[config.mk]
export PLATFORM = sky130hd
export DESIGN_NAME = mdcl_top
export DESIGN_NICKNAME = d
export VERILOG_FILES = /design/src/mdcl_pkg.sv /design/src/mdcl_nvm_load.sv /design/src/mdcl_channel.sv /design/src/mdcl_top.sv
export SDC_FILE = /design/constraint.sdc
export NUM_CORES = 1
export LEC_CHECK = 0
export BUFFER_PORTS_ARGS = -buffer_cell sky130_fd_sc_hd__buf_2
export CORE_ASPECT_RATIO = 1.4
export CORE_MARGIN = 2
export CORE_UTILIZATION = 61
export DETAILED_ROUTE_END_ITERATION = 8
export GPL_TIMING_DRIVEN = 0
export PLACE_DENSITY = 0.85
export SLEW_MARGIN = 20
export SYNTH_ARGS = -nofsm -noshare
export SYNTH_HDL_FRONTEND = slang
export SYNTH_SLANG_ARGS = --single-unit
[constraint.sdc]
create_clock -name CLOCK -period 4.3 [get_ports CLOCK]
set_input_delay 0.86 -clock CLOCK [delete_from_list [all_inputs] [get_ports CLOCK]]
set_output_delay 0.86 -clock CLOCK [all_outputs]
set_load 0.05 [all_outputs]
[src/mdcl_pkg.sv]
// Constants, register map and carrier types for the margin code limiter
package mdcl_pkg;

	// Register indices; byte address is four times the index
	localparam logic [9:0] IDX_CTRL2   = 10'h051;
	localparam logic [9:0] IDX_CTRL3   = 10'h052;
	localparam logic [9:0] IDX_CODE2   = 10'h059;
	localparam logic [9:0] IDX_CODE3   = 10'h05A;
	localparam logic [9:0] IDX_UPPER2  = 10'h061;
	localparam logic [9:0] IDX_UPPER3  = 10'h062;
	localparam logic [9:0] IDX_LOWER2  = 10'h069;
	localparam logic [9:0] IDX_LOWER3  = 10'h06A;
	localparam logic [9:0] IDX_STATUS  = 10'h070;

	// Control register fields
	localparam int CTRL_ENABLE_BIT = 2;
	localparam int CTRL_SEL_LSB    = 0;
	localparam int CTRL_SEL_MSB    = 1;
	localparam int CTRL_USED_MSB   = 2;

	// Status register fields
	localparam int STAT_LOADED_BIT = 0;
	localparam int STAT_ON2_BIT    = 1;
	localparam int STAT_ON3_BIT    = 2;
	localparam int STAT_INV2_BIT   = 3;
	localparam int STAT_INV3_BIT   = 4;

	// Reset values
	localparam logic [2:0] CTRL_RESET  = 3'h0;
	localparam logic [7:0] CODE_RESET  = 8'h7F;
	localparam logic [7:0] UPPER_RESET = 8'h00;
	localparam logic [7:0] LOWER_RESET = 8'hFF;

	// Midcode select encodings
	localparam logic [1:0] SEL_1V25 = 2'h0;
	localparam logic [1:0] SEL_1V00 = 2'h1;
	localparam logic [1:0] SEL_0V80 = 2'h2;
	localparam logic [1:0] SEL_0V60 = 2'h3;

	// Buffer power-up step timing
	localparam int CLK_PERIOD_NS = 40;
	localparam int BUF_STEP_NS   = 200;
	localparam int BUF_STEP_CYC  = (BUF_STEP_NS + CLK_PERIOD_NS - 1) / CLK_PERIOD_NS;

	typedef enum logic [1:0] {
		CH_OFF    = 2'b00,
		CH_FOLLOW = 2'b01,
		CH_SWITCH = 2'b10,
		CH_ON     = 2'b11
	} mdcl_chstate_t;

	typedef struct packed {
		logic       enable;
		logic [1:0] midsel;
		logic [7:0] code;
		logic [7:0] upper;
		logic [7:0] lower;
	} mdcl_chcfg_t;

	typedef struct packed {
		logic       buf_power;
		logic       buf_in_dac;
		logic       out_en;
		logic [1:0] midsel;
		logic [7:0] code;
	} mdcl_drive_t;

	typedef struct packed {
		logic [7:0] lower3;
		logic [7:0] upper3;
		logic [7:0] lower2;
		logic [7:0] upper2;
	} mdcl_limits_t;

endpackage : mdcl_pkg

[src/mdcl_nvm_load.sv]
// Start-up copy of clip limits from nonvolatile storage
`timescale 1ns/1ps
module mdcl_nvm_load
	import mdcl_pkg::*;
(
	// Clock and reset
	input  wire logic         clock,
	input  wire logic         rstn,
	// Storage side
	input  wire logic         nvm_valid,
	input  wire mdcl_limits_t nvm_limits,
	// Register side
	output mdcl_limits_t      limits,
	output logic              load_pulse,
	output logic              load_done
);

	logic         valid_s1_ff;
	logic         valid_s2_ff;
	mdcl_limits_t data_s1_ff;
	mdcl_limits_t data_s2_ff;
	mdcl_limits_t limits_ff;
	logic         pulse_ff;
	logic         done_ff;

	always_ff @(posedge clock or negedge rstn) begin
		if (!rstn) begin
			valid_s1_ff <= 1'b0;
			valid_s2_ff <= 1'b0;
			data_s1_ff  <= '0;
			data_s2_ff  <= '0;
		end else begin
			valid_s1_ff <= nvm_valid;
			valid_s2_ff <= valid_s1_ff;
			data_s1_ff  <= nvm_limits;
			data_s2_ff  <= data_s1_ff;
		end
	end

	// One copy per reset
	always_ff @(posedge clock or negedge rstn) begin
		if (!rstn) begin
			limits_ff <= '0;
			pulse_ff  <= 1'b0;
			done_ff   <= 1'b0;
		end else begin
			pulse_ff <= valid_s2_ff && !done_ff;
			if (valid_s2_ff && !done_ff) begin
				limits_ff <= data_s2_ff;
				done_ff   <= 1'b1;
			end
		end
	end

	assign limits     = limits_ff;
	assign load_pulse = pulse_ff;
	assign load_done  = done_ff;

endmodule : mdcl_nvm_load

[src/mdcl_channel.sv]
// One margining channel: code clamp and glitch-free buffer enable
`timescale 1ns/1ps
module mdcl_channel
	import mdcl_pkg::*;
#(
	parameter int STEP_CYC = BUF_STEP_CYC
)(
	// Clock and reset
	input  wire logic        clock,
	input  wire logic        rstn,
	// Configuration
	input  wire mdcl_chcfg_t cfg,
	input  wire logic        limits_ready,
	// Converter side
	output mdcl_drive_t      drive,
	output logic             inverted
);

	mdcl_chstate_t state_ff;
	mdcl_chstate_t nxt_state;
	logic [7:0]    step_ff;
	logic [7:0]    code_ff;
	logic [1:0]    midsel_ff;
	logic [7:0]    nxt_code;
	logic          allowed;
	logic          step_done;

	assign inverted  = cfg.lower > cfg.upper;
	assign allowed   = cfg.enable && !inverted && limits_ready;
	assign step_done = step_ff >= 8'(STEP_CYC - 1);

	always_comb begin
		nxt_code = cfg.code;
		if (cfg.code > cfg.upper)
			nxt_code = cfg.upper;
		else if (cfg.code < cfg.lower)
			nxt_code = cfg.lower;
	end

	always_ff @(posedge clock or negedge rstn) begin
		if (!rstn) begin
			code_ff   <= CODE_RESET;
			midsel_ff <= SEL_1V25;
		end else begin
			code_ff   <= nxt_code;
			midsel_ff <= cfg.midsel;
		end
	end

	always_comb begin
		nxt_state = state_ff;
		case (state_ff)
			CH_OFF:    if (allowed) nxt_state = CH_FOLLOW;
			CH_FOLLOW: if (step_done) nxt_state = CH_SWITCH;
			CH_SWITCH: if (step_done) nxt_state = CH_ON;
			CH_ON:     nxt_state = CH_ON;
			default:   nxt_state = CH_OFF;
		endcase
		if (!allowed)
			nxt_state = CH_OFF;
	end

	// Follow pin, then switch to converter, then drive
	always_ff @(posedge clock or negedge rstn) begin
		if (!rstn) begin
			state_ff <= CH_OFF;
			step_ff  <= 8'h00;
		end else begin
			state_ff <= nxt_state;
			if (nxt_state != state_ff)
				step_ff <= 8'h00;
			else if (!step_done)
				step_ff <= step_ff + 8'h01;
		end
	end

	assign drive.buf_power  = state_ff != CH_OFF;
	assign drive.buf_in_dac = state_ff == CH_SWITCH || state_ff == CH_ON;
	assign drive.out_en     = state_ff == CH_ON;
	assign drive.midsel     = midsel_ff;
	assign drive.code       = code_ff;

endmodule : mdcl_channel

[src/mdcl_top.sv]
// Register file, APB slave and two margining channels with code clipping
//
// Behaviour
// - Control bits 1:0 pick midcode: 1.25, 1.0, 0.8 or 0.6 V.
// - Eight-bit unsigned code register, 0x7F sits at the midcode voltage.
// - Code above the upper limit is replaced by the upper limit.
// - Code below the lower limit is replaced by the lower limit.
// - Lower limit above upper limit keeps the channel off regardless.
// - Control bits 7:3 do nothing and read as zero.
// - Enable: buffer follows pin, then switches to converter, then drives.
// - Limits come from nonvolatile storage at start-up before software.
//
// The APB slave port is this design's own decision.
`timescale 1ns/1ps
module mdcl_top
	import mdcl_pkg::*;
#(
	parameter int STEP_CYC = BUF_STEP_CYC
)(
	// Clock and reset
	input  wire logic         CLOCK,
	input  wire logic         RSTN,
	// APB slave
	input  wire logic [11:0]  PADDR,
	input  wire logic         PSEL,
	input  wire logic         PENABLE,
	input  wire logic         PWRITE,
	input  wire logic [31:0]  PWDATA,
	input  wire logic [3:0]   PSTRB,
	output logic              PREADY,
	output logic [31:0]       PRDATA,
	output logic              PSLVERR,
	// Nonvolatile limit image
	input  wire logic         NVM_VALID,
	input  wire mdcl_limits_t NVM_LIMITS,
	// Converter and buffer drive
	output mdcl_drive_t       DAC_CH2,
	output mdcl_drive_t       DAC_CH3
);

	logic [2:0]   ctrl2_ff;
	logic [2:0]   ctrl3_ff;
	logic [7:0]   code2_ff;
	logic [7:0]   code3_ff;
	logic [7:0]   upper2_ff;
	logic [7:0]   upper3_ff;
	logic [7:0]   lower2_ff;
	logic [7:0]   lower3_ff;
	logic [31:0]  rdata_ff;
	logic         err_ff;
	logic [31:0]  nxt_rdata;
	logic         nxt_err;
	logic [9:0]   idx;
	logic         setup;
	logic         wr_acc;
	logic         wr_lane;
	logic         is_limit;
	logic         mapped;
	mdcl_limits_t nvm_lim;
	logic         load_pulse;
	logic         load_done;
	mdcl_chcfg_t  cfg2;
	mdcl_chcfg_t  cfg3;
	logic         inv2;
	logic         inv3;
	logic [7:0]   status;

	assign idx     = PADDR[11:2];
	assign setup   = PSEL && !PENABLE;
	assign wr_acc  = PSEL && PENABLE && PWRITE && !err_ff;
	assign wr_lane = wr_acc && PSTRB[0];

	always_comb begin
		case (idx)
			IDX_UPPER2, IDX_UPPER3, IDX_LOWER2, IDX_LOWER3: is_limit = 1'b1;
			default: is_limit = 1'b0;
		endcase
	end

	always_comb begin
		case (idx)
			IDX_CTRL2, IDX_CTRL3, IDX_CODE2, IDX_CODE3,
			IDX_UPPER2, IDX_UPPER3, IDX_LOWER2, IDX_LOWER3,
			IDX_STATUS: mapped = PADDR[1:0] == 2'b00;
			default:    mapped = 1'b0;
		endcase
	end

	// Status is read only; limits refuse writes until the image is loaded
	always_comb begin
		nxt_err = !mapped;
		if (PWRITE && idx == IDX_STATUS)
			nxt_err = 1'b1;
		if (PWRITE && is_limit && !load_done)
			nxt_err = 1'b1;
	end

	always_comb begin
		status = 8'h00;
		status[STAT_LOADED_BIT] = load_done;
		status[STAT_ON2_BIT]    = DAC_CH2.out_en;
		status[STAT_ON3_BIT]    = DAC_CH3.out_en;
		status[STAT_INV2_BIT]   = inv2;
		status[STAT_INV3_BIT]   = inv3;
	end

	always_comb begin
		nxt_rdata = 32'h0000_0000;
		case (idx)
			IDX_CTRL2:  nxt_rdata = {29'h0000_0000, ctrl2_ff};
			IDX_CTRL3:  nxt_rdata = {29'h0000_0000, ctrl3_ff};
			IDX_CODE2:  nxt_rdata = {24'h00_0000, code2_ff};
			IDX_CODE3:  nxt_rdata = {24'h00_0000, code3_ff};
			IDX_UPPER2: nxt_rdata = {24'h00_0000, upper2_ff};
			IDX_UPPER3: nxt_rdata = {24'h00_0000, upper3_ff};
			IDX_LOWER2: nxt_rdata = {24'h00_0000, lower2_ff};
			IDX_LOWER3: nxt_rdata = {24'h00_0000, lower3_ff};
			IDX_STATUS: nxt_rdata = {24'h00_0000, status};
			default:    nxt_rdata = 32'h0000_0000;
		endcase
		if (!mapped)
			nxt_rdata = 32'h0000_0000;
	end

	// Answer prepared in setup, given in the first access cycle
	always_ff @(posedge CLOCK or negedge RSTN) begin
		if (!RSTN) begin
			rdata_ff <= 32'h0000_0000;
			err_ff   <= 1'b0;
		end else if (setup) begin
			rdata_ff <= PWRITE ? 32'h0000_0000 : nxt_rdata;
			err_ff   <= nxt_err;
		end
	end

	assign PREADY  = 1'b1;
	assign PRDATA  = rdata_ff;
	assign PSLVERR = PSEL && PENABLE && err_ff;

	// Control: only bits 2:0 are kept
	always_ff @(posedge CLOCK or negedge RSTN) begin
		if (!RSTN) begin
			ctrl2_ff <= CTRL_RESET;
			ctrl3_ff <= CTRL_RESET;
		end else if (wr_lane) begin
			if (idx == IDX_CTRL2)
				ctrl2_ff <= PWDATA[CTRL_USED_MSB:0];
			if (idx == IDX_CTRL3)
				ctrl3_ff <= PWDATA[CTRL_USED_MSB:0];
		end
	end

	always_ff @(posedge CLOCK or negedge RSTN) begin
		if (!RSTN) begin
			code2_ff <= CODE_RESET;
			code3_ff <= CODE_RESET;
		end else if (wr_lane) begin
			if (idx == IDX_CODE2)
				code2_ff <= PWDATA[7:0];
			if (idx == IDX_CODE3)
				code3_ff <= PWDATA[7:0];
		end
	end

	// Reset values put lower above upper so nothing drives before the load
	always_ff @(posedge CLOCK or negedge RSTN) begin
		if (!RSTN) begin
			upper2_ff <= UPPER_RESET;
			upper3_ff <= UPPER_RESET;
			lower2_ff <= LOWER_RESET;
			lower3_ff <= LOWER_RESET;
		end else if (load_pulse) begin
			upper2_ff <= nvm_lim.upper2;
			upper3_ff <= nvm_lim.upper3;
			lower2_ff <= nvm_lim.lower2;
			lower3_ff <= nvm_lim.lower3;
		end else if (wr_lane) begin
			if (idx == IDX_UPPER2)
				upper2_ff <= PWDATA[7:0];
			if (idx == IDX_UPPER3)
				upper3_ff <= PWDATA[7:0];
			if (idx == IDX_LOWER2)
				lower2_ff <= PWDATA[7:0];
			if (idx == IDX_LOWER3)
				lower3_ff <= PWDATA[7:0];
		end
	end

	mdcl_nvm_load u_load (
		.clock      (CLOCK),
		.rstn       (RSTN),
		.nvm_valid  (NVM_VALID),
		.nvm_limits (NVM_LIMITS),
		.limits     (nvm_lim),
		.load_pulse (load_pulse),
		.load_done  (load_done)
	);

	assign cfg2.enable = ctrl2_ff[CTRL_ENABLE_BIT];
	assign cfg2.midsel = ctrl2_ff[CTRL_SEL_MSB:CTRL_SEL_LSB];
	assign cfg2.code   = code2_ff;
	assign cfg2.upper  = upper2_ff;
	assign cfg2.lower  = lower2_ff;
	assign cfg3.enable = ctrl3_ff[CTRL_ENABLE_BIT];
	assign cfg3.midsel = ctrl3_ff[CTRL_SEL_MSB:CTRL_SEL_LSB];
	assign cfg3.code   = code3_ff;
	assign cfg3.upper  = upper3_ff;
	assign cfg3.lower  = lower3_ff;

	mdcl_channel #(
		.STEP_CYC (STEP_CYC)
	) u_ch2 (
		.clock        (CLOCK),
		.rstn         (RSTN),
		.cfg          (cfg2),
		.limits_ready (load_done),
		.drive        (DAC_CH2),
		.inverted     (inv2)
	);

	mdcl_channel #(
		.STEP_CYC (STEP_CYC)
	) u_ch3 (
		.clock        (CLOCK),
		.rstn         (RSTN),
		.cfg          (cfg3),
		.limits_ready (load_done),
		.drive        (DAC_CH3),
		.inverted     (inv3)
	);

	// Checks on channel 2, plus channel 3 pass-through, disable and drive order, and the start-up load
	chk_clamp_upper: assert property (@(posedge CLOCK) disable iff (!RSTN)
		cfg2.code > cfg2.upper |=> DAC_CH2.code == $past(cfg2.upper))
		else $error("code above upper limit not clipped");

	chk_clamp_lower: assert property (@(posedge CLOCK) disable iff (!RSTN)
		cfg2.code < cfg2.lower && cfg2.code <= cfg2.upper
		|=> DAC_CH2.code == $past(cfg2.lower))
		else $error("code below lower limit not clipped");

	chk_code_pass: assert property (@(posedge CLOCK) disable iff (!RSTN)
		cfg3.code >= cfg3.lower && cfg3.code <= cfg3.upper
		|=> DAC_CH3.code == $past(cfg3.code))
		else $error("code inside limits altered");

	chk_inverted_off: assert property (@(posedge CLOCK) disable iff (!RSTN)
		cfg2.lower > cfg2.upper |=> !DAC_CH2.out_en && !DAC_CH2.buf_power)
		else $error("channel on with inverted limits");

	chk_disabled_hiz: assert property (@(posedge CLOCK) disable iff (!RSTN)
		!cfg3.enable |=> !DAC_CH3.out_en && !DAC_CH3.buf_power)
		else $error("disabled channel still driving");

	chk_enable_start: assert property (@(posedge CLOCK) disable iff (!RSTN)
		cfg2.enable && !inv2 && load_done && !DAC_CH2.buf_power
		|=> DAC_CH2.buf_power && !DAC_CH2.buf_in_dac)
		else $error("enable did not start buffer in follow mode");

	chk_switch_order: assert property (@(posedge CLOCK) disable iff (!RSTN)
		$rose(DAC_CH2.buf_in_dac) |-> DAC_CH2.buf_power && $past(DAC_CH2.buf_power)
		&& !DAC_CH2.out_en)
		else $error("buffer switched before following pin");

	chk_drive_last: assert property (@(posedge CLOCK) disable iff (!RSTN)
		$rose(DAC_CH3.out_en) |-> $past(DAC_CH3.buf_in_dac) && DAC_CH3.buf_power)
		else $error("output stage on before converter selected");

	chk_midsel_copy: assert property (@(posedge CLOCK) disable iff (!RSTN)
		##1 DAC_CH2.midsel == $past(cfg2.midsel))
		else $error("midcode select not passed to converter");

	chk_ctrl_reserved: assert property (@(posedge CLOCK) disable iff (!RSTN)
		setup && !PWRITE && idx == IDX_CTRL2 |=> PRDATA[31:3] == 29'h0000_0000)
		else $error("unused control bits read back");

	chk_load_first: assert property (@(posedge CLOCK) disable iff (!RSTN)
		DAC_CH2.buf_power || DAC_CH3.buf_power |-> load_done)
		else $error("channel powered before limits loaded");

	chk_load_copy: assert property (@(posedge CLOCK) disable iff (!RSTN)
		load_pulse |=> upper2_ff == $past(nvm_lim.upper2)
		&& lower3_ff == $past(nvm_lim.lower3))
		else $error("stored limits not copied at start-up");

	// Checks on channel 3, channel 2 mirrors and the register bus
	chk_clamp3_upper: assert property (@(posedge CLOCK) disable iff (!RSTN)
		cfg3.code > cfg3.upper |=> DAC_CH3.code == $past(cfg3.upper))
		else $error("channel 3 code above upper limit not clipped");

	chk_clamp3_lower: assert property (@(posedge CLOCK) disable iff (!RSTN)
		cfg3.code < cfg3.lower && cfg3.code <= cfg3.upper
		|=> DAC_CH3.code == $past(cfg3.lower))
		else $error("channel 3 code below lower limit not clipped");

	chk_code2_pass: assert property (@(posedge CLOCK) disable iff (!RSTN)
		cfg2.code >= cfg2.lower && cfg2.code <= cfg2.upper
		|=> DAC_CH2.code == $past(cfg2.code))
		else $error("channel 2 code inside limits altered");

	chk_inverted3_off: assert property (@(posedge CLOCK) disable iff (!RSTN)
		cfg3.lower > cfg3.upper |=> !DAC_CH3.out_en && !DAC_CH3.buf_power)
		else $error("channel 3 on with inverted limits");

	chk_disabled2_hiz: assert property (@(posedge CLOCK) disable iff (!RSTN)
		!cfg2.enable |=> !DAC_CH2.out_en && !DAC_CH2.buf_power)
		else $error("disabled channel 2 still driving");

	chk_enable3_start: assert property (@(posedge CLOCK) disable iff (!RSTN)
		cfg3.enable && !inv3 && load_done && !DAC_CH3.buf_power
		|=> DAC_CH3.buf_power && !DAC_CH3.buf_in_dac)
		else $error("channel 3 enable did not start in follow mode");

	chk_power2_enable: assert property (@(posedge CLOCK) disable iff (!RSTN)
		DAC_CH2.buf_power |-> $past(cfg2.enable))
		else $error("channel 2 buffer powered without enable");

	chk_power3_enable: assert property (@(posedge CLOCK) disable iff (!RSTN)
		DAC_CH3.buf_power |-> $past(cfg3.enable))
		else $error("channel 3 buffer powered without enable");

	chk_switch3_order: assert property (@(posedge CLOCK) disable iff (!RSTN)
		$rose(DAC_CH3.buf_in_dac) |-> DAC_CH3.buf_power && $past(DAC_CH3.buf_power)
		&& !DAC_CH3.out_en)
		else $error("channel 3 buffer switched before following pin");

	chk_drive2_last: assert property (@(posedge CLOCK) disable iff (!RSTN)
		$rose(DAC_CH2.out_en) |-> $past(DAC_CH2.buf_in_dac) && DAC_CH2.buf_power)
		else $error("channel 2 output stage on before converter selected");

	chk_midsel3_copy: assert property (@(posedge CLOCK) disable iff (!RSTN)
		##1 DAC_CH3.midsel == $past(cfg3.midsel))
		else $error("channel 3 midcode select not passed to converter");

	chk_ctrl3_reserved: assert property (@(posedge CLOCK) disable iff (!RSTN)
		setup && !PWRITE && idx == IDX_CTRL3 |=> PRDATA[31:3] == 29'h0000_0000)
		else $error("unused channel 3 control bits read back");

	chk_ctrl_spare: assert property (@(posedge CLOCK) disable iff (!RSTN)
		wr_lane && idx == IDX_CTRL3
		|=> cfg3.enable == $past(PWDATA[CTRL_ENABLE_BIT])
		&& cfg3.midsel == $past(PWDATA[CTRL_SEL_MSB:CTRL_SEL_LSB]))
		else $error("spare control bits changed channel behaviour");

	chk_limit_refused: assert property (@(posedge CLOCK) disable iff (!RSTN)
		setup && PWRITE && is_limit && !load_done |=> PSLVERR)
		else $error("limit write before load not refused");

endmodule : mdcl_top

# Word-level counts from Yosys, hierarchy flattened

Index checks and enable logic that the tools add are counted.

Bits in registers: 227
Output and inout port bits: 60

Reductions and logical operators: 42
Multiplexer cells: 35
Magnitude comparators: 8
Equality and inequality tests: 19
Add/sub/neg operators: 2

Operators with widths:

| cell                                                                   | count |
|---|---|
| 8-bit two-way mux                                                      | 20 |
| 10-bit by 7-bit equality test with 1-bit output, second input constant | 9 |
| 8-bit case mux with 9 select lines                                     | 1 |
| 32-bit two-way mux                                                     | 2 |
| 8-bit greater-than comparator                                          | 4 |
| 8-bit by 1-bit adder with 8-bit output, second input constant          | 2 |
| 8-bit by 3-bit >= comparator with 1-bit output, second input constant  | 2 |
| 8-bit less-than comparator                                             | 2 |
| 2-bit case mux with 4 select lines                                     | 2 |
| 2-bit AND reduction                                                    | 8 |
| 1-bit logical AND                                                      | 14 |
| 2-bit nonzero test                                                     | 7 |
| 2-bit two-way mux                                                      | 6 |
| 9-bit OR reduction                                                     | 1 |
| 2-bit equality test, second input constant                             | 4 |
| 1-bit zero test                                                        | 6 |
| 2-bit zero test                                                        | 3 |
| 2-bit by 1-bit equality test with 1-bit output, second input constant  | 2 |
| 1-bit two-way mux                                                      | 4 |
| 2-bit != test                                                          | 2 |
| 2-bit != test, second input constant                                   | 2 |
| 4-bit OR reduction                                                     | 1 |
| 1-bit logical OR                                                       | 2 |

# Depth between registers and ports, before layout

Gate-level depths: netlist of the first run.

Word-level depth: 7
Mapped depth: 9

# By module

A second synthesis of the first run with hierarchy kept.

Cell total of the unflattened synthesis: 833
Area total of the unflattened synthesis: 9836.9 um^2

By module, submodules not included:

| module        | seq. area each (um^2) | area an instance (um^2) | instances | cells each |
|---|---|---|---|---|
| mdcl_top      | 1614.0                | 3628.5                  | 1         | 353 |
| mdcl_channel  | 509.2                 | 1572.8                  | 2         | 171 |
| mdcl_nvm_load | 2502.4                | 3062.9                  | 1         | 138 |

# Least setup slack after synthesis of the first run

OpenSTA, ideal clock, no wires.

Path type: in2reg
Start: input port PADDR[9]
End: register code2_ff[7]
Cell stages on the path: 6
Setup time: 0.125 ns
Data required time: 4.175 ns
Arrival: 2.810 ns
Setup slack: 1.365 ns
Buffers on the path: 1
Cell sequence: nor4b_4 nand3b_1 or4_1 buf_2 nor3_4 mux2_2

Word-level cells in the longest chain between the ends: 2

Ends and longest elaborated chain:

| what                                            | line            | source |
|---|---|---|
| start: declaration                              | mdcl_top.sv:24  | `input wire logic [11:0] PADDR,` |
| 10-bit by 7-bit equality test with 1-bit output | mdcl_top.sv:158 | `if (idx == IDX_CODE2)` |
| 2-bit AND reduction (no source line)            | -               |  |
| end signal: assignment                          | mdcl_top.sv:159 | `code2_ff <= PWDATA[7:0];` |
| end: declaration                                | mdcl_top.sv:43  | `logic [7:0] code2_ff;` |

Every way passes these cells.
A chain may end at the register's enable or synchronous reset.

# Worst setup path in the final report of the first run

Start: input port PADDR[9]
End: register code3_ff[7]

Word-level cells in the longest chain between the ends: 2

Ends and longest elaborated chain:

| what                                            | line            | source |
|---|---|---|
| 10-bit by 7-bit equality test with 1-bit output | mdcl_top.sv:160 | `if (idx == IDX_CODE3)` |
| 2-bit AND reduction (no source line)            | -               |  |
| end signal: assignment                          | mdcl_top.sv:161 | `code3_ff <= PWDATA[7:0];` |
| end: declaration                                | mdcl_top.sv:44  | `logic [7:0] code3_ff;` |

Every way passes these cells.

==> metrics.md, run 1 <==
| Metric | Value |
|---|---|
| Outcome | `finished, final reports clean` |
| Global-route wire length before repair | `32100 um` |
| Final Max Tran Viols | `0` |
| Syn avg cell area | `11.8 um2` |
| Critical path capture point type | `flip-flop` |
| Via density | `5.88` |
| Max stage delay on crit path | `0.53 ns` |
| Pre-antenna DRT Iters | `5` |
| Clock transition at the registers of the reported paths | `0.07 ns` |
| Initial antenna violation count | `0` |
| Slowest CP cell | `or4_1` |
| Post-route ant nets | `0` |
| HPWL Detailed | `14600 um` |
| Commonest non-fill, non-tap cell in the layout | `dfrtp_1` |
| Largest net degree at the start of global routing | `78` |
| Hold_buf cts | `0` |
| Final setup fails | `0` |
| Placer Congestion | `1.00` |
| CP bufs+invs | `2` |
| Final Hold Fails | `0` |
| Mapped Area | `0.00925 mm2` |
| Die W | `108 um` |
| Grt ovf | `0` |
| Critical Path Stages | `7` |
| # fillers | `1036` |
| Net total in the final layout | `1061` |
| Leak | `0.00497 uW` |
| Minimum clock period | `2.96 ns` |
| Yosys top cell area share | `43.0%` |
| CTS Buf Count | `19` |
| CP top delay family | `simple AND/OR/NAND/NOR gates` |
| PD cells | `425 mW/mm2` |
| # DRC | `0` |
| Req. time, crit path | `4.67 ns` |
| Die area | `0.0162 mm2` |
| Via count | `6643` |
| Num ports | `146` |
| Clk Latency, worst-skew pair | `0.49 ns` |
| CTS Sinks | `203` |
| Area growth syn-to-layout | `16.3%` |
| Reg2reg path depth | `8` |
| Inserted Diodes | `0` |
| Avg WL per Cell | `17.7 um` |
| Fin Clk Skew | `0.00994 ns` |
| Crit path DAT | `3.33 ns` |
| RSZ-0062 raised after global routing | `false` |
| Peak VDD IR | `360 uV` |
| Std-Cell Rows | `53` |
| Longest Clk Path Bufs | `3` |
| FMAX | `338 MHz` |
| DRT Wirelength | `20100 um` |
| Post-synth EDFFs | `0` |
| Yosys reg bits | `203` |
| Max_cap viols | `0` |
| Pre-CTS setup slack | `0.904 ns` |
| Mapped Cells | `786` |
| Postcts setup bufs | `0` |
| PortBufs | `93` |
| Distinct cell type count after synthesis | `60` |
| Worst slew margin | `46.1%` |
| Share of cells above drive strength 1 | `28.1%` |
| Critical Path Fanout Max | `9` |
| Cell taking the most area after synthesis | `dfrtp_1` |
| Worst slew pin tran | `0.808 ns` |
| Worst Slack Setup Final | `1.34 ns` |
| Main area contributors after synthesis | `dfrtp_1, dfstp_2, ha_1` |
| CP most frequent cell | `buf_2` |
| GRT Total Usage | `25.3%` |
| Hold Path Class | `input port to asynchronous set/reset pin` |
| Clk root buf | `clkbuf_16` |
| H-tree levels | `1` |
| CTS tree | `yes` |
| Starting density of the core | `62.0%` |
| Post-synthesis sequential area ratio | `55.5%` |
| Drt first-iter violations | `470` |
| Crit path kind | `input port to flip-flop` |
| Commonest cells after routing, fill and taps aside | `dfrtp_1, buf_2, nand2_1, mux2_2, ha_1` |
| Critical-path cell list | `buf_2 > nor4b_4 > nand3b_1 > or4_1 > buf_2 > nor3_4 > mux2_2` |
| Final design utilization | `72.1%` |
| Core area | `0.0149 mm2` |
| YS warnings | `0` |
| Main synth FF type | `dfrtp_1` |
| Vias in the first global route | `6671` |
| Period utilization | `68.8%` |
| Ys async rst share | `100%` |
| Die height | `150 um` |
| Power, Total | `4570 uW` |
| Post-cts sizing count | `0` |
| Crit start category | `input port` |
[sequential cells by signal (all words and copies together) (netlist names), 8 cells and up]
| register | count |
|---|---|
| PRDATA | 8 |
| u_load.data_s1_ff | 32 |
| u_ch2.step_ff | 8 |
| u_ch3.step_ff | 8 |
| u_load.limits | 32 |
| upper2_ff | 8 |
| u_ch2.code_ff | 8 |
| u_ch3.code_ff | 8 |
| upper3_ff | 8 |
| u_load.data_s2_ff | 32 |
| code3_ff | 8 |
| code2_ff | 8 |
| lower2_ff | 8 |
| lower3_ff | 8 |
[power breakdown]
group	internal, uW	switching, uW
sequential	2090	99.6
combinational	229	430
clock	1040	692
total	3350	1220
[layout make-up]
| cell class | instances | area [um2] | share of cell area (%) |
|---|---|---|---|
| Inverter | 42 | 158 | 1.47 |
| Clock inverter | 10 | 140 | 1.30 |
| Buffer | 57 | 317 | 2.94 |
| Multi-Input combinational cell | 507 | 3720 | 34.6 |
| Clock buffer | 24 | 514 | 4.78 |
| Sequential cell | 203 | 5130 | 47.7 |
| Timing Repair Buffer | 95 | 531 | 4.93 |
| Tap cell | 192 | 240 | 2.23 |
[metrics by stage]
stage / hold WS [ns] / cells / TNS [ns] / cell area, um2
CTS: 0.304 / 1130 / 0 / 10800
global route: 0.323 / 1130 / 0 / 10800
floorplan: 0.331 / 809 / 0 / 9330
finish: 0.290 / 1130 / 0 / 10800
detailed placement: 0.335 / 1096 / 0 / 10100
global placement: 0.332 / 1094 / -110.63 / 10000
[per-layer routing]
layer	vias to the layer above	share of wire (%)	track usage [%]	wire, um
li1	3042	-	-	-
met1	3174	37	29.3	7380
met2	316	50	43.9	10100
met3	111	6.3	3.44	1270
met4	0	6.5	15.5	1310
met5	-	0	0	0
[final timing paths]
kind	start	to	slack (ns)
setup reg to reg	lower3_ff[2]$_DFFE_PN1P_	u_ch3.code_ff[7]$_DFF_PN0_	1.67
max in group asynchronous	RSTN	lower3_ff[1]$_DFFE_PN1P_	2.93
hold reg to reg	u_load.data_s1_ff[4]$_DFF_PN0_	u_load.data_s2_ff[4]$_DFF_PN0_	0.34
hold / removal	RSTN	ctrl3_ff[1]$_DFFE_PN0P_	0.29
min in group CLOCK	u_load.data_s1_ff[4]$_DFF_PN0_	u_load.data_s2_ff[4]$_DFF_PN0_	0.34
setup / recovery	PADDR[9]	code3_ff[7]$_DFFE_PN0P_	1.34
[Yosys cell counts, types with 3 or more instances]
cell type and count:
a21o_1 3, a21oi_1 27, a221oi_1 4, a222oi_1 7
a22o_1 4, a22oi_1 9, a32oi_1 3, and2_1 6
buf_1 5, buf_4 25, clkbuf_1 25, dfrtp_1 159
dfstp_2 44, ha_1 50, inv_1 42, mux2_2 52
mux2i_1 38, nand2_1 73, nand2b_1 4, nand3_1 19
nand4_1 6, nor2_1 23, nor2b_1 15, nor3_1 5
nor3_4 4, o21ai_0 40, o21ai_1 12, o21bai_1 4
o221ai_1 14, o22ai_1 18
[kinds of logic (layout without fill, tap and decap cells)]
kind of cell | after synthesis | count (layout) | synth area share [%]
and+or+nand+nor | 176 | 176 | 10.3
DFF | 203 | 203 | 55.5
adders and majority gates | 50 | 50 | 6.76
buffers and inverters | 99 | 228 | 5.13
muxes | 90 | 90 | 10.4
other | 2 | 25 | 0.0812
xor gates and xnor gates | 2 | 2 | 0.189
AOI/OAI and AO/OA | 164 | 164 | 11.6
No activity file was read; power rests on OpenSTA's default activity.
==> inputs of run 2 (changes only) <==
--- a/config.mk
+++ b/config.mk
@@ -5,13 +5,14 @@
 export SDC_FILE = /design/constraint.sdc
 export NUM_CORES = 1
 export LEC_CHECK = 0
+export ABC_AREA = 1
 export BUFFER_PORTS_ARGS = -buffer_cell sky130_fd_sc_hd__buf_2
 export CORE_ASPECT_RATIO = 1.4
 export CORE_MARGIN = 2
-export CORE_UTILIZATION = 61
+export CORE_UTILIZATION = 57
 export DETAILED_ROUTE_END_ITERATION = 8
 export GPL_TIMING_DRIVEN = 0
-export PLACE_DENSITY = 0.85
+export PLACE_DENSITY = 0.8
 export SLEW_MARGIN = 20
 export SYNTH_ARGS = -nofsm -noshare
 export SYNTH_HDL_FRONTEND = slang
==> constraint.sdc (replaced) <==
create_clock -name CLOCK -period 3.01 [get_ports CLOCK]
set_input_delay 0.602 -clock CLOCK [delete_from_list [all_inputs] [get_ports CLOCK]]
set_output_delay 0.602 -clock CLOCK [all_outputs]
set_load 0.05 [all_outputs]
==> run 2 against run 1 <==
  * The run now ends with design-rule violations left
  * Cell count increased by 27%
  * Count of clock-buffer cells in the layout increased by 2
  * Non-clock buffer count down 8
  * Routed wire length up 8.5%
  * Total power increased by 40%
  * Sequential share of layout area is 1.1 points lower
  * Largest cell class unchanged
  * Highest routed layer unchanged
==> metrics.md, run 2 <==
| Metric | Value |
|---|---|
| Crit path DAT | `2.59 ns (-0.74 ns)` |
| DRT Wirelength | `21800 um (+8.5%)` |
| Num ports | `146 (unchanged)` |
| CTS Sinks | `203 (unchanged)` |
| Post-synth EDFFs | `0 (unchanged)` |
| Req. time, crit path | `3.42 ns (-1.25 ns)` |
| Area growth syn-to-layout | `16.1%` |
| Outcome | `finished, violations left` |
| Peak VDD IR | `532 uV (+48%)` |
| Clk root buf | `clkbuf_16` |
| Placer Congestion | `0.987 (-1.4%)` |
| Std-Cell Rows | `55 (+3.8%)` |
| Die area | `0.0177 mm2 (+9.5%)` |
| Hold_buf cts | `0 (unchanged)` |
| Crit start category | `flip-flop` |
| FF-to-FF End | `u_ch3.step_ff[6]$_DFFE_PN0P_` |
| YS warnings | `0 (unchanged)` |
| Via count | `7433 (+12%)` |
| Critical Path Fanout Max | `8 (-1)` |
| Pre-antenna DRT Iters | `7 (+2)` |
| Core area | `0.0162 mm2 (+8.8%)` |
| Die W | `113 um (+4.6%)` |
| Mapped Area | `0.00949 mm2 (+2.6%)` |
| Period utilization | `72.4%` |
| Global-route wire length before repair | `35600 um (+11%)` |
| Final Hold Fails | `0 (unchanged)` |
| Starting density of the core | `58.4% (-3.6 points)` |
| Share of cells above drive strength 1 | `18.9% (-9.3 points)` |
| Initial antenna violation count | `0 (unchanged)` |
| Failing checks | `design-rule violations` |
| Most frequent cell after synthesis | `nand2_1` |
| Post-route setup TNS | `0 ns (unchanged)` |
| Main synth FF type | `dfrtp_1` |
| CTS Buf Count | `20 (+1)` |
| Longest Clk Path Bufs | `3 (unchanged)` |
| Post-synthesis sequential area ratio | `54.1% (-1.4 points)` |
| Via density | `5.19 (-12%)` |
| Final Max Tran Viols | `0 (unchanged)` |
| RSZ-0062 raised after global routing | `false` |
| PD cells | `582 mW/mm2 (+37%)` |
| Largest net degree at the start of global routing | `84 (+7.7%)` |
| Grt ovf | `0 (unchanged)` |
| HPWL Detailed | `16700 um (+14%)` |
| Hold Path Class | `input port to asynchronous set/reset pin` |
| Cell taking the most area after synthesis | `dfrtp_1` |
| Clk Latency, worst-skew pair | `0.49 ns (about the same)` |
| Finished Cell Area | `0.0110 mm2 (+2.3%)` |
| Ys async rst share | `100% (unchanged)` |
| Yosys top cell area share | `41.9% (-1.1 points)` |
| Main area contributors after synthesis | `dfrtp_1, nand2_1, dfstp_2` |
| Post-cts sizing count | `0 (unchanged)` |
| Top cells by count, synth | `nand2_1, dfrtp_1, inv_1` |
| Crit path kind | `flip-flop to flip-flop` |
| Inserted Diodes | `0 (unchanged)` |
| Fin Hold WS | `0.0105 ns (-0.279 ns)` |
| Drt first-iter violations | `479 (+1.9%)` |
| Final design utilization | `67.8% (-4.3 points)` |
| CTS tree | `yes` |
| Reg2reg path depth | `10 (+2)` |
| FMAX | `459 MHz` |
| Critical path capture point type | `flip-flop` |
| Distinct cell type count after synthesis | `32 (-47%)` |
| Worst slew margin | `51.7% (+5.6 points)` |
| Net total in the final layout | `1356 (+28%)` |
| Minimum clock period | `2.18 ns` |
| Yosys reg bits | `203 (unchanged)` |
| Flop2flop setup slack | `0.83 ns (-0.84 ns)` |
| Final setup fails | `0 (unchanged)` |
| Post-route ant nets | `0 (unchanged)` |
| Avg WL per Cell | `15.2 um (-14%)` |
| Mapped Cells | `1080 (+37%)` |
| Worst slew pin tran | `0.719 ns (-0.0894 ns)` |
| Commonest non-fill, non-tap cell in the layout | `nand2_1` |
| Fin Clk Skew | `0.0131 ns (+0.00313 ns)` |
| Leak | `0.00570 uW (+15%)` |
| Vias in the first global route | `7307 (+9.5%)` |
| RR Startpoint | `upper3_ff[7]$_DFFE_PN0P_` |
| Commonest cells after routing, fill and taps aside | `nand2_1, dfrtp_1, inv_1, buf_2, nand3_1` |
| Max_cap viols | `0 (unchanged)` |
| PortBufs | `93 (unchanged)` |
| Die height | `157 um (+4.6%)` |
| GRT Total Usage | `25.3% (+0.051 points)` |
| H-tree levels | `1 (unchanged)` |
| Placed Area | `0.0104 mm2 (+2.5%)` |
| Postcts setup bufs | `0 (unchanged)` |
| # DRC | `7 (+7)` |
| Clock transition at the registers of the reported paths | `0.06 ns (about the same)` |
| Syn avg cell area | `8.78 um2 (-25%)` |
run 2: how the worst max path moves through the flow:
stage / from / to / cells after the start
6_report: upper3_ff[7]$_DFFE_PN0P_ / u_ch3.step_ff[6]$_DFFE_PN0P_ / 10
4_1_cts: lower2_ff[7]$_DFFE_PN1P_ / u_ch2.code_ff[2]$_DFF_PN1_ / 9
5_1_grt: upper3_ff[7]$_DFFE_PN0P_ / u_ch3.step_ff[6]$_DFFE_PN0P_ / 10
3_3_place_gp: RSTN / u_ch2.step_ff[4]$_DFFE_PN0P_ / 1
3_5_place_dp: PADDR[9] / upper3_ff[4]$_DFFE_PN0P_ / 9
2_1_floorplan: PSEL / PSLVERR / 2
run 2: critical path: stages, from the launching register on:
cell     delay (ns)
dfrtp_1        0.47
inv_1          0.11
ha_1           0.31
nand2_1        0.07
nor2_1         0.14
nand4_1        0.21
nand2_1        0.21
nand3_1        0.14
nand2_1        0.08
nand2_1        0.18
nor2_1         0.19
run 2: cell families (layout without fill, tap and decap cells):
family | count (synthesis) | count (layout) | synth area share [%]
AND/OR/NAND/NOR | 550 | 550 | 24.5
flip-flops | 203 | 203 | 54.1
buffers and inverters | 167 | 298 | 7.87
AO/OA/AOI/OAI | 106 | 106 | 6.69
adder cells (fa/ha/maj) | 50 | 50 | 6.59
other | 2 | 25 | 0.0792
XOR/XNOR | 2 | 2 | 0.185
run 2: metal layers:
layer | vias up | GRT usage, % | wire length [um]
met5 | - | 0 | 0
met4 | 0 | 15.9 | 1360
met3 | 68 | 3.21 | 1330
met2 | 277 | 44.3 | 11000
met1 | 3414 | 29.4 | 8040
li1 | 3674 | - | -
run 2: final cells by class:
| class | instances | area (um2) |
|---|---|---|
| fill | 1345 | 5230 |
| sequential | 203 | 5130 |
| multi-input combinational | 733 | 3690 |
| clock buffer | 26 | 564 |
| timing repair buffer | 95 | 531 |
| inverter | 118 | 443 |
| buffer | 49 | 304 |
| tap | 199 | 249 |
| clock inverter | 10 | 92.6 |
run 2: power by group:
| group | total, uW | leakage [uW] | switching [uW] | internal (uW) |
|---|---|---|---|---|
| combinational | 873 | 0.00296 | 601 | 272 |
| clock | 2440 | 0.000312 | 1010 | 1420 |
| sequential | 3100 | 0.00243 | 132 | 2970 |
| total | 6410 | 0.00570 | 1750 | 4660 |
run 2: per-stage QoR:
stage / total power, uW / setup slack, ns / std cells
2_1_floorplan: 3720 / 1.11 / 1103
4_1_cts: 6450 / 0.870 / 1433
3_5_place_dp: 4010 / 0.777 / 1397
5_1_grt: 6690 / 0.694 / 1433
3_3_place_gp: 3970 / -1.78 / 1395
6_report: 6410 / 0.830 / 1433
==> inputs of run 3 (changes only) <==
--- a/config.mk
+++ b/config.mk
@@ -9,10 +9,10 @@
 export BUFFER_PORTS_ARGS = -buffer_cell sky130_fd_sc_hd__buf_2
 export CORE_ASPECT_RATIO = 1.4
 export CORE_MARGIN = 2
-export CORE_UTILIZATION = 57
+export CORE_UTILIZATION = 52
 export DETAILED_ROUTE_END_ITERATION = 8
 export GPL_TIMING_DRIVEN = 0
-export PLACE_DENSITY = 0.8
+export PLACE_DENSITY = 0.77
 export SLEW_MARGIN = 20
 export SYNTH_ARGS = -nofsm -noshare
 export SYNTH_HDL_FRONTEND = slang
==> constraint.sdc (replaced) <==
create_clock -name CLOCK -period 1.8 [get_ports CLOCK]
set_input_delay 0.36 -clock CLOCK [delete_from_list [all_inputs] [get_ports CLOCK]]
set_output_delay 0.36 -clock CLOCK [all_outputs]
set_load 0.05 [all_outputs]
==> run 3 against run 2 <==
  * The flow finishes with violations (negative setup slack)
  * Clock skew rose by 0.010 ns
  * Non-clock buffer count up 79
  * Critical path depth shrank 1
  * Flip-flop and latch count stayed put
  * Fmax up 14%
  * Critical endpoint is now u_ch2.step_ff[3]$_DFFE_PN0P_
  * Highest routed layer unchanged
==> metrics.md, run 3 (synthesized netlist as in run 2, its figures left out) <==
| Metric | Value |
|---|---|
| Outcome | `finished, violations left` |
| Failing checks | `negative setup slack` |
| Longest Clk Path Bufs | `3 (unchanged)` |
| Commonest non-fill, non-tap cell in the layout | `nand2_1` |
| Net Sw Frac | `28.3% (+1.0 points)` |
| Via count | `8029 (+8.0%)` |
| Grt ovf | `0 (unchanged)` |
| Inserted Diodes | `0 (unchanged)` |
| Core area | `0.0179 mm2 (+10%)` |
| RSZ-0062 raised after global routing | `true` |
| Req. time, crit path | `2.19 ns (-1.23 ns)` |
| Peak VDD IR | `794 uV (+49%)` |
| CTS tree | `yes` |
| Num ports | `146 (unchanged)` |
| Crit start category | `flip-flop` |
| Pre-CTS setup slack | `-0.205 ns (-0.982 ns)` |
| Largest net degree at the start of global routing | `81 (-3.6%)` |
| Via density | `5.16 (-0.58%)` |
| PortBufs | `93 (unchanged)` |
| CTS Sinks | `203 (unchanged)` |
| DRT Wirelength | `24100 um (+11%)` |
| Net total in the final layout | `1438 (+6.0%)` |
| Placer Congestion | `0.966 (-2.1%)` |
| Drt first-iter violations | `599 (+25%)` |
| CP most frequent cell | `nor2_1` |
| Hold Path Class | `input port to flip-flop` |
| Final Hold Fails | `0 (unchanged)` |
| Final setup fails | `17 (+17)` |
| Critical path capture point type | `flip-flop` |
| Commonest cells after routing, fill and taps aside | `nand2_1, dfrtp_1, buf_2, inv_1, nand3_1` |
| Max_cap viols | `0 (unchanged)` |
| Pre-antenna DRT Iters | `6 (-1)` |
| Finished Cell Area | `0.0124 mm2 (+13%)` |
| FMAX | `523 MHz (+14%)` |
| Worst slew pin tran | `0.620 ns (-0.0982 ns)` |
| GRT Total Usage | `23.6% (-1.7 points)` |
| Clk root buf | `clkbuf_16` |
| Final Max Tran Viols | `0 (unchanged)` |
| Crit path DAT | `2.30 ns (-0.29 ns)` |
| Total placed cells including tap cells | `1438 (+2.9%)` |
| Worst Slack Setup Final | `-0.112 ns (-0.942 ns)` |
| Cell internal pwr | `8390 uW (+80%)` |
| Fin Hold WS | `0.132 ns (+0.121 ns)` |
| Period utilization | `106% (+34 points)` |
| Minimum clock period | `1.91 ns (-0.268 ns)` |
| CTS Buf Count | `21 (+5.0%)` |
| Logic gate share of total power | `16.8% (+3.2 points)` |
| Finished Layout Cells | `1557 (+8.7%)` |
| # DRC | `0 (-7)` |
| Placed Area | `0.0104 mm2 (+0.52%)` |
| Clock power frac | `38.8% (+0.8 points)` |
| Critical-path cell list | `ha_4 > a21oi_2 > nor2_1 > nor2_1 > nand2_2 > nand2_4 > nand4_1 > nand2_4 > nor2_1` |
| Clock transition at the registers of the reported paths | `0.06 ns (about the same)` |
| Share of cells above drive strength 1 | `29.9% (+11 points)` |
| Global-route wire length before repair | `36700 um (+3.0%)` |
| HPWL Detailed | `16300 um (-2.3%)` |
| Vias in the first global route | `7795 (+6.7%)` |
| Sequential share of power | `44.4% (-4.0 points)` |
| Die W | `118 um (+4.5%)` |
| Slowest CP cell | `dfstp_2` |
| Fin Clk Skew | `0.0235 ns (+0.0104 ns)` |
| NetSw | `3300 uW (+89%)` |
| Leak | `0.00615 uW (+7.8%)` |
| Critical Path Fanout Max | `8 (unchanged)` |
| PD cells | `944 mW/mm2 (+62%)` |
| Post-route ant nets | `0 (unchanged)` |
| Initial antenna violation count | `0 (unchanged)` |
| Avg WL per Cell | `15.5 um (+2.1%)` |
| Max stage delay on crit path | `0.58 ns (+0.11 ns)` |
| Starting density of the core | `52.9% (-5.5 points)` |
| Worst slew margin | `58.6% (+6.9 points)` |
| Clk Latency, worst-skew pair | `0.52 ns (+0.03 ns)` |
| H-tree levels | `1 (unchanged)` |
| Std-Cell Rows | `58 (+5.5%)` |
| Die height | `164 um (+4.6%)` |
| Crit path kind | `flip-flop to flip-flop` |
| Area growth syn-to-layout | `30.6%` |
| Die area | `0.0194 mm2 (+9.3%)` |
-- run 3: cell count changes in the layout (fill, tap and decap cells not counted), sizes merged --
cell	before	now
clkbuf	43	38
inv	118	119
buf	127	174
dlygate4sd3	0	34
bufinv	1	3
clkinvlp	4	1
clkinv	5	10
nand2	357	359
-- run 3: worst paths after layout --
kind                                                  from                               to  slack, ns  depth (start not counted)
max in group asynchronous                             RSTN         lower2_ff[1]$_DFFE_PN1P_       0.69                          3
min                                              PWDATA[4]          code3_ff[4]$_DFFE_PN1P_       0.13                          3
min in group asynchronous                             RSTN            PRDATA[5]$_DFFE_PN0P_       0.36                          2
max reg2reg                       lower2_ff[5]$_DFFE_PN1P_     u_ch2.step_ff[3]$_DFFE_PN0P_      -0.11                          9
min reg2reg                u_load.data_s1_ff[11]$_DFF_PN0_  u_load.data_s2_ff[11]$_DFF_PN0_       0.34                          0
max                               lower2_ff[5]$_DFFE_PN1P_     u_ch2.step_ff[3]$_DFFE_PN0P_      -0.11                          9
-- run 3: worst max-delay path, delay by kind of cell (launching register included) --
kind	cells	cell delay [ns]
fa+ha+maj	1	0.22
flops	1	0.58
compound gates	1	0.13
simple gates	7	0.87
-- run 3: through the flow --
| step | util [%] | power, uW | TNS (ns) |
|---|---|---|---|
| after floorplan | - | 6220 | 0 |
| after global placement | 57.7 | 6660 | -505.36 |
| after detailed placement | 58.1 | 6730 | -6.75 |
| after CTS | 64.8 | 11400 | -0.00322 |
| after global routing | 69.1 | 12200 | -2.86 |
| final | 69.1 | 11700 | -0.871 |
-- run 3: what timing repair did --
| action | in CTS | in global routing |
|---|---|---|
| hold buffers | 34 | 0 |
| pin swaps | 2 | 44 |
| gates resized for setup | 31 | 110 |
| endpoints found under the hold margin | 72 | 0 |
| cloned | 0 | 2 |
| setup buffers | 6 | 41 |
| endpoints found under the setup margin | 63 | 73 |
-- run 3: power groups by stage --
stage / sequential, uW / clock [uW] / combinational, uW
final: 5190 / 4530 / 1960
after global routing: 5220 / 4800 / 2150
after CTS: 5170 / 4600 / 1590
after detailed placement: 5260 / 0 / 1480
after global placement: 5240 / 0 / 1420
after floorplan: 5420 / 0 / 807
-- run 3: layout make-up --
cell class	count	area (um2)
fill	1407	5540
clock inverter	15	186
multi-input combinational	735	4210
sequential	203	5140
inverter	118	450
timing repair buffer	176	1240
buffer	47	302
tap	240	300
clock buffer	23	553
-- run 3: routing by layer --
layer  up-vias  wire length, um  share of wire [%]  global-route usage [%]
li1       3841                -                  -                       -
met1      3718             9100                 38                    27.3
met2       366            12100                 50                    42.8
met3       104             1540                6.4                    3.23
met4         0             1330                5.5                    12.2
met5         -                0                  0                       0
